File: src/rtl/mdm_pkg.sv
package mdm_pkg;
  localparam int PREAMBLE_LEN = 32;
  localparam int PHY_REG_CNT = 6;
  localparam int EXT_REG_CNT = 128;
  localparam int DATA_W = 16;
  localparam int EXT_W = 8;
  localparam int ADDR_W = 5;
  localparam int EXT_IDX_W = 7;
  localparam int PATH_BIT = 2;
  localparam logic [1:0] START_CODE = 2'h1;
  localparam logic [1:0] OP_READ = 2'h2;
  localparam logic [1:0] OP_WRITE = 2'h1;
  localparam logic [DATA_W-1:0] PHY_REG_RST = 16'h0000;
  localparam logic [EXT_W-1:0] EXT_REG_RST = 8'h00;

  typedef enum logic [2:0] {
    ST_PREAMBLE,
    ST_HEADER,
    ST_TA,
    ST_RDATA,
    ST_WDATA
  } mdm_state_e;

  typedef struct packed {
    logic [1:0] op;
    logic [ADDR_W-1:0] phy;
    logic [ADDR_W-1:0] reg_idx;
  } mdm_hdr_s;

  typedef struct packed {
    logic dout;
    logic oen;
  } mdm_pin_s;
endpackage

File: src/rtl/mdm_mgmt.sv
`timescale 1ns/1ps
// Notes on behaviour
// - frame: 32 ones, start 01, opcode, phy, register, turnaround, 16 data, idle
// - read turnaround: released then device drives zero; write turnaround driven 1,0
// - phy address bit 2 low selects the standard phy register path
// - standard path ignores phy address bits 4 and 3
// - standard path has six 16-bit registers, indices 0 to 5
// - phy address bit 2 high selects the extended configuration path
// - extended path ignores phy address bits 1 and 0
// - extended index is phy bits 4:3 above the 5-bit register address
// - extended path reaches indices 0 to 127, separate from the six phy registers
// - extended read returns zero upper byte and register in low byte
// - extended write keeps only the low data byte
// - extended frames share framing, turnaround and timing with standard ones
module mdm_mgmt
  import mdm_pkg::*;
(
  input wire logic clock_i,
  input wire logic resetn_i,
  input wire logic mdc_i,
  input wire logic mdio_i,
  output logic mdio_o,
  output logic mdio_oen_o
);
  logic [1:0] mdc_sync_ff;
  logic [1:0] mdio_sync_ff;
  logic mdc_prev_ff;
  logic rise;
  mdm_state_e state_ff;
  logic [5:0] cnt_ff;
  logic [13:0] hdr_sh_ff;
  mdm_hdr_s hdr;
  logic [DATA_W-1:0] sh_ff;
  logic [DATA_W-1:0] phy_reg_ff [PHY_REG_CNT];
  logic [EXT_W-1:0] ext_reg_ff [EXT_REG_CNT];
  mdm_pin_s pin_ff;

  function automatic logic [EXT_IDX_W-1:0] ext_index(input mdm_hdr_s h);
    return {h.phy[4:3], h.reg_idx};
  endfunction

  // ext index 0..5 selects its own ext registers, separate from the phy registers
  function automatic logic [DATA_W-1:0] read_word(input mdm_hdr_s h);
    logic [EXT_IDX_W-1:0] i;
    i = ext_index(h);
    read_word = '0;
    if (h.phy[PATH_BIT]) begin
      read_word = {8'h00, ext_reg_ff[i]};
    end else if (h.reg_idx < ADDR_W'(PHY_REG_CNT)) begin
      read_word = phy_reg_ff[h.reg_idx[2:0]];
    end
  endfunction

  always_ff @(posedge clock_i or negedge resetn_i) begin
    if (!resetn_i) begin
      mdc_sync_ff <= 2'h0;
      mdio_sync_ff <= 2'h3;
      mdc_prev_ff <= 1'b0;
    end else begin
      mdc_sync_ff <= {mdc_sync_ff[0], mdc_i};
      mdio_sync_ff <= {mdio_sync_ff[0], mdio_i};
      mdc_prev_ff <= mdc_sync_ff[1];
    end
  end

  assign rise = mdc_sync_ff[1] & ~mdc_prev_ff;
  assign hdr = mdm_hdr_s'({hdr_sh_ff[11:0]});

  logic pre_full;
  logic hdr_last;
  logic hdr_good;
  logic rd_last;
  logic wr_last;
  assign pre_full = cnt_ff == 6'(PREAMBLE_LEN);
  assign hdr_last = state_ff == ST_HEADER && cnt_ff == 6'h0C;
  // last header bit not yet shifted: start bit sits at 11, opcode at 10:9
  assign hdr_good = hdr_sh_ff[11] == START_CODE[0] &&
      (hdr_sh_ff[10:9] == OP_READ || hdr_sh_ff[10:9] == OP_WRITE);
  assign rd_last = cnt_ff == 6'(DATA_W - 1);
  // write data state also swallows the second turnaround bit, so one rise more
  assign wr_last = cnt_ff == 6'(DATA_W);

  always_ff @(posedge clock_i or negedge resetn_i) begin
    if (!resetn_i) begin
      state_ff <= ST_PREAMBLE;
    end else if (rise) begin
      unique case (state_ff)
        ST_PREAMBLE: begin
          // preamble shorter than 32 ones is rejected
          if (!mdio_sync_ff[1] && pre_full) begin
            state_ff <= ST_HEADER;
          end
        end
        ST_HEADER: begin
          if (hdr_last) begin
            state_ff <= hdr_good ? ST_TA : ST_PREAMBLE;
          end
        end
        ST_TA: begin
          state_ff <= (hdr.op == OP_READ) ? ST_RDATA : ST_WDATA;
        end
        ST_RDATA: begin
          if (rd_last) begin
            state_ff <= ST_PREAMBLE;
          end
        end
        ST_WDATA: begin
          if (wr_last) begin
            state_ff <= ST_PREAMBLE;
          end
        end
      endcase
    end
  end

  always_ff @(posedge clock_i or negedge resetn_i) begin
    if (!resetn_i) begin
      cnt_ff <= 6'h00;
    end else if (rise) begin
      unique case (state_ff)
        ST_PREAMBLE: begin
          // ones count saturates so a long preamble is still fine
          if (!mdio_sync_ff[1]) begin
            cnt_ff <= 6'h00;
          end else if (!pre_full) begin
            cnt_ff <= cnt_ff + 6'h01;
          end
        end
        ST_HEADER: begin
          if (hdr_last) begin
            cnt_ff <= 6'h00;
          end else begin
            cnt_ff <= cnt_ff + 6'h01;
          end
        end
        ST_TA: begin
          cnt_ff <= 6'h00;
        end
        ST_RDATA: begin
          if (rd_last) begin
            cnt_ff <= 6'h00;
          end else begin
            cnt_ff <= cnt_ff + 6'h01;
          end
        end
        ST_WDATA: begin
          if (wr_last) begin
            cnt_ff <= 6'h00;
          end else begin
            cnt_ff <= cnt_ff + 6'h01;
          end
        end
      endcase
    end
  end

  always_ff @(posedge clock_i or negedge resetn_i) begin
    if (!resetn_i) begin
      hdr_sh_ff <= 14'h0000;
      sh_ff <= 16'h0000;
    end else if (rise) begin
      unique case (state_ff)
        ST_PREAMBLE: begin
          if (!mdio_sync_ff[1] && pre_full) begin
            hdr_sh_ff <= 14'h0000;
          end
        end
        ST_HEADER: begin
          hdr_sh_ff <= {hdr_sh_ff[12:0], mdio_sync_ff[1]};
        end
        ST_TA: begin
          sh_ff <= read_word(hdr);
        end
        ST_RDATA: begin
          sh_ff <= {sh_ff[DATA_W-2:0], 1'b0};
        end
        ST_WDATA: begin
          sh_ff <= {sh_ff[DATA_W-2:0], mdio_sync_ff[1]};
        end
      endcase
    end
  end

  // header state: the last bit in before ta is shifted while cnt is 12; ta first
  // bit arrives in ST_TA, second bit taken on entry to data states
  logic wr_done;
  assign wr_done = rise && state_ff == ST_WDATA && wr_last;
  logic [DATA_W-1:0] wr_word;
  assign wr_word = {sh_ff[DATA_W-2:0], mdio_sync_ff[1]};

  always_ff @(posedge clock_i or negedge resetn_i) begin
    if (!resetn_i) begin
      for (int i = 0; i < PHY_REG_CNT; i++) begin
        phy_reg_ff[i] <= PHY_REG_RST;
      end
      for (int i = 0; i < EXT_REG_CNT; i++) begin
        ext_reg_ff[i] <= EXT_REG_RST;
      end
    end else if (wr_done) begin
      if (hdr.phy[PATH_BIT]) begin
        ext_reg_ff[ext_index(hdr)] <= wr_word[EXT_W-1:0];
      end else if (hdr.reg_idx < ADDR_W'(PHY_REG_CNT)) begin
        phy_reg_ff[hdr.reg_idx[2:0]] <= wr_word;
      end
    end
  end

  always_ff @(posedge clock_i or negedge resetn_i) begin
    if (!resetn_i) begin
      pin_ff <= '{dout: 1'b1, oen: 1'b1};
    end else if (rise) begin
      if (state_ff == ST_TA && hdr.op == OP_READ) begin
        pin_ff <= '{dout: 1'b0, oen: 1'b0};
      end else if (state_ff == ST_RDATA && cnt_ff != 6'(DATA_W - 1)) begin
        pin_ff <= '{dout: sh_ff[DATA_W-1], oen: 1'b0};
      end else if (state_ff == ST_RDATA) begin
        pin_ff <= '{dout: sh_ff[DATA_W-1], oen: 1'b0};
      end else begin
        pin_ff <= '{dout: 1'b1, oen: 1'b1};
      end
    end
  end

  assign mdio_o = pin_ff.dout;
  assign mdio_oen_o = pin_ff.oen;
endmodule

File: config.mk
export PLATFORM = sky130hd
export DESIGN_NAME = mdm_mgmt
export DESIGN_NICKNAME = d
export VERILOG_FILES = /design/src/rtl/mdm_pkg.sv /design/src/rtl/mdm_mgmt.sv
export SDC_FILE = /design/constraint.sdc
export NUM_CORES = 2
export LEC_CHECK = 0
export ABC_CLOCK_PERIOD_IN_PS = 2500
export BUFFER_PORTS_ARGS = -buffer_cell sky130_fd_sc_hd__buf_2
export CORE_ASPECT_RATIO = 0.7
export CORE_MARGIN = 3
export CORE_UTILIZATION = 58
export DETAILED_ROUTE_END_ITERATION = 7
export PLACE_DENSITY = 0.77
export SETUP_SLACK_MARGIN = 0.4
export SLEW_MARGIN = 20
export SYNTH_ARGS = -nofsm -noshare
export SYNTH_HDL_FRONTEND = slang
export SYNTH_SLANG_ARGS = --single-unit
File: constraint.sdc
create_clock -name clock_i -period 2.5 [get_ports clock_i]
set_input_delay 0.125 -clock clock_i [delete_from_list [all_inputs] [get_ports clock_i]]
set_output_delay 0.125 -clock clock_i [all_outputs]
set_load 0.03 [all_outputs]
==> reports/metrics.yaml <==
globalRouteTotalUtil: 0.320
worstHoldPathType: "input pin to async pin"
switchingPower_uw: 8020
gp_congestion: 0.888
place_hpwl_um: 94900
vdd_ir_drop_max_mv: 0.603
timing.slew.headroom: 0.386
grt_pass1_wl_um: 235000
max_cap_violations: 0
numCtsBuffers: 110
ctsHtreeMaxLevel: 3
syn_to_final_growth_pct: 25.1
cp.required_ps: 3100
fin_hold_ws_ps: 64.7
synth-edff-count: 0
fmax_mhz: 353
ys_types: 72
cp-endpoint: "sh_ff[1]"
r2r_end: "sh_ff[1]"
cts_tree: "done"
clkSinkCount: 1164
swShare: 0.219
post-place-ws_ps: -655
violations: "setup timing"
design_area_um2: 67200
clkTransAtPathRegs_ps: 60
drive_gt1_frac: 0.520
core_area_um2: 90900
finalClockSkew_ps: 28.2
p_comb_frac: 0.018
ctsLongestPathBuffers: 3
portBuffers: 5
finalSetupViolCount: 1061
p_seq_frac: 0.514
clock_latency_ps: 730
wire_per_inst_um: 28.8
synth_nets: 3702
antenna_found_initial: 1
avgSynthCellArea_um2: 14.5
crit_path_end_kind: "flip-flop"
async_reset_ff_frac: 1.00
final_antenna_net_count: 0
die_x_um: 370
fin_crit_sh: 1.13
start_util: 0.590
die_area_um2: 96300
status: "finished with violations"
placedInstanceArea_um2: 59500
grt_pass1_vias: 36525
p_leak_uw: 0.0306
final-hold-violation-count: 0
rows: 92
postSynthCellCount: 3696
grt_max_degree: 136
cts_root_buf: "clkbuf_16"
tightest_slew_ps: 909
nets: 4071
crit_start: "hdr_sh_ff[0]"
drc: 0
power_uw: 36700
worstRegToRegCells: 9
ys.flop_type: "dfrtp_1"
first_pass_iters: 5
pwr_density_cell_nw_per_um2: 546
startpoint_type: "flip-flop"
via_per_inst: 6.56
slew_violations: 0
grt_overflow: 0
ys_seq_area_frac: 0.543
crit_arrival_ps: 3440
worstPathMaxFanout: 15
rrSetupSlack_ps: -330
ys_ff_latch: 1164
die_h_um: 261
fin_ws_ps: -334
vias: 35252
crit_type: "flip-flop to flip-flop"
reg2reg_from: "hdr_sh_ff[0]"
p_int_uw: 28700
dr.first_iter.drc_count: 3434
synth_area_um2: 53700
routed_wl_um: 155000
clkPwrFrac: 0.468
period_needed_ps: 2830
synth-warning-count: 0
io_pins: 6
rsz0062_at_grt: "true"
[repair_timing]
item	CTS	global route
setup endpoints to repair	1153	1156
gates cloned	6	0
hold buffers	3	0
pin swaps	61	48
buffers inserted	43	26
endpoints found under the hold margin	431	0
gates resized for setup	414	285
[kinds of logic after synthesis]
logic type                 synth area share
AOI/OAI and AO/OA                    0.0420
buffers and inverters                0.0237
xor gates and xnor gates           0.000326
muxes                                 0.347
and+or+nand+nor                      0.0438
DFF                                   0.543
adders and majority gates          0.000466
[state kept, by name (all words and copies together) (netlist names)]
register      count
hdr_sh_ff        12
phy_reg_ff       96
sh_ff            16
ext_reg_ff     1024
mdio_sync_ff      2
mdc_prev_ff       1
state_ff          3
mdc_sync_ff       2
mdio_o            1
mdio_oen_o        1
cnt_ff            6
[critical path, stage by stage (launching register included)]
cell and delay (ps):
dfrtp_4 510, buf_6 140, buf_8 160, buf_12 180, mux2i_1 250, a22oi_1 140
o211ai_1 190, nand4_1 440, o211a_1 360, o41a_1 300
[metrics by stage]
stage | utilization | cells | setup TNS, ps
floorplan | - | 3696 | 0
global placement | 0.655 | 5097 | -43090
detailed placement | 0.655 | 5097 | -72920
CTS | 0.722 | 5348 | -93210
global route | 0.739 | 5374 | -228110
finish | 0.739 | 5375 | -138340
[synthesized netlist by cell type (22+ instances only)]
library cell / count / area [µm²]
a221oi_1: 26 / 228
a22oi_1: 62 / 465
buf_2: 37 / 185
buf_4: 40 / 300
clkbuf_1: 181 / 679
dfrtp_1: 1160 / 29000
mux2_1: 189 / 2130
mux2_2: 947 / 10700
mux2i_1: 242 / 2420
mux4_2: 152 / 3420
nand2_1: 105 / 394
nand2_2: 23 / 144
nor2_1: 58 / 218
nor2_2: 46 / 288
nor2_4: 40 / 450
o211ai_1: 22 / 165
o21ai_0: 41 / 205
o22ai_1: 82 / 513
[metal layers]
metal  up-vias  part of all wire  global-route usage
met3       308             0.089              0.0833
met5         -           0.00046                   0
met4         2             0.029              0.0835
met1     18911              0.44               0.483
li1      14512                 -                   -
met2      1519              0.44               0.464
[layout by cell type, fill, tap and decap left out, types with 24 or more instances in the layout]
| cell | synthesis | layout |
|---|---|---|
| mux2_4 | 0 | 533 |
| a22oi_1 | 62 | 55 |
| clkbuf_16 | 0 | 110 |
| nand2_8 | 0 | 24 |
| mux4_2 | 152 | 152 |
| mux2_1 | 189 | 25 |
| o21ai_0 | 41 | 37 |
| buf_4 | 40 | 288 |
| mux2_2 | 947 | 578 |
| buf_6 | 1 | 38 |
| nand2_1 | 105 | 95 |
| mux2i_1 | 242 | 235 |
| clkbuf_1 | 181 | 27 |
| dfrtp_1 | 1160 | 1150 |
| buf_12 | 0 | 180 |
| clkbuf_8 | 0 | 24 |
| nor2_1 | 58 | 54 |
| o22ai_1 | 82 | 82 |
| nor2_4 | 40 | 80 |
[area by class of cell]
cell class | instances | area [µm²]
Clock inverter | 38 | 478
Multi-Input combinational cell | 2247 | 26100
Timing Repair Buffer | 529 | 6620
Inverter | 13 | 48.8
Sequential cell | 1164 | 29200
Tap cell | 1222 | 1530
Fill cell | 5388 | 23800
Antenna cell | 1 | 2.50
Clock buffer | 161 | 3180
[worst min-delay path by stage]
| stage | startpoint | endpoint | slack (ps) |
|---|---|---|---|
| final | resetn_i | ext_reg_ff[24] | 60 |
| after global routing | mdio_i | mdio_sync_ff[0] | 50 |
| after CTS | mdc_i | mdc_sync_ff[0] | 20 |
| after detailed placement | resetn_i | phy_reg_ff[38] | 220 |
| after global placement | resetn_i | phy_reg_ff[38] | 220 |
| after floorplan | resetn_i | cnt_ff[0] | -170 |
[power groups by stage]
stage	logic (µW)	clock network, µW	registers, µW
final	652	17200	18900
after global routing	734	18100	18800
after CTS	667	17300	18900
after detailed placement	638	0	19200
after global placement	631	0	19200
after floorplan	78.3	0	19200
No activity file was read; power rests on OpenSTA's default activity.
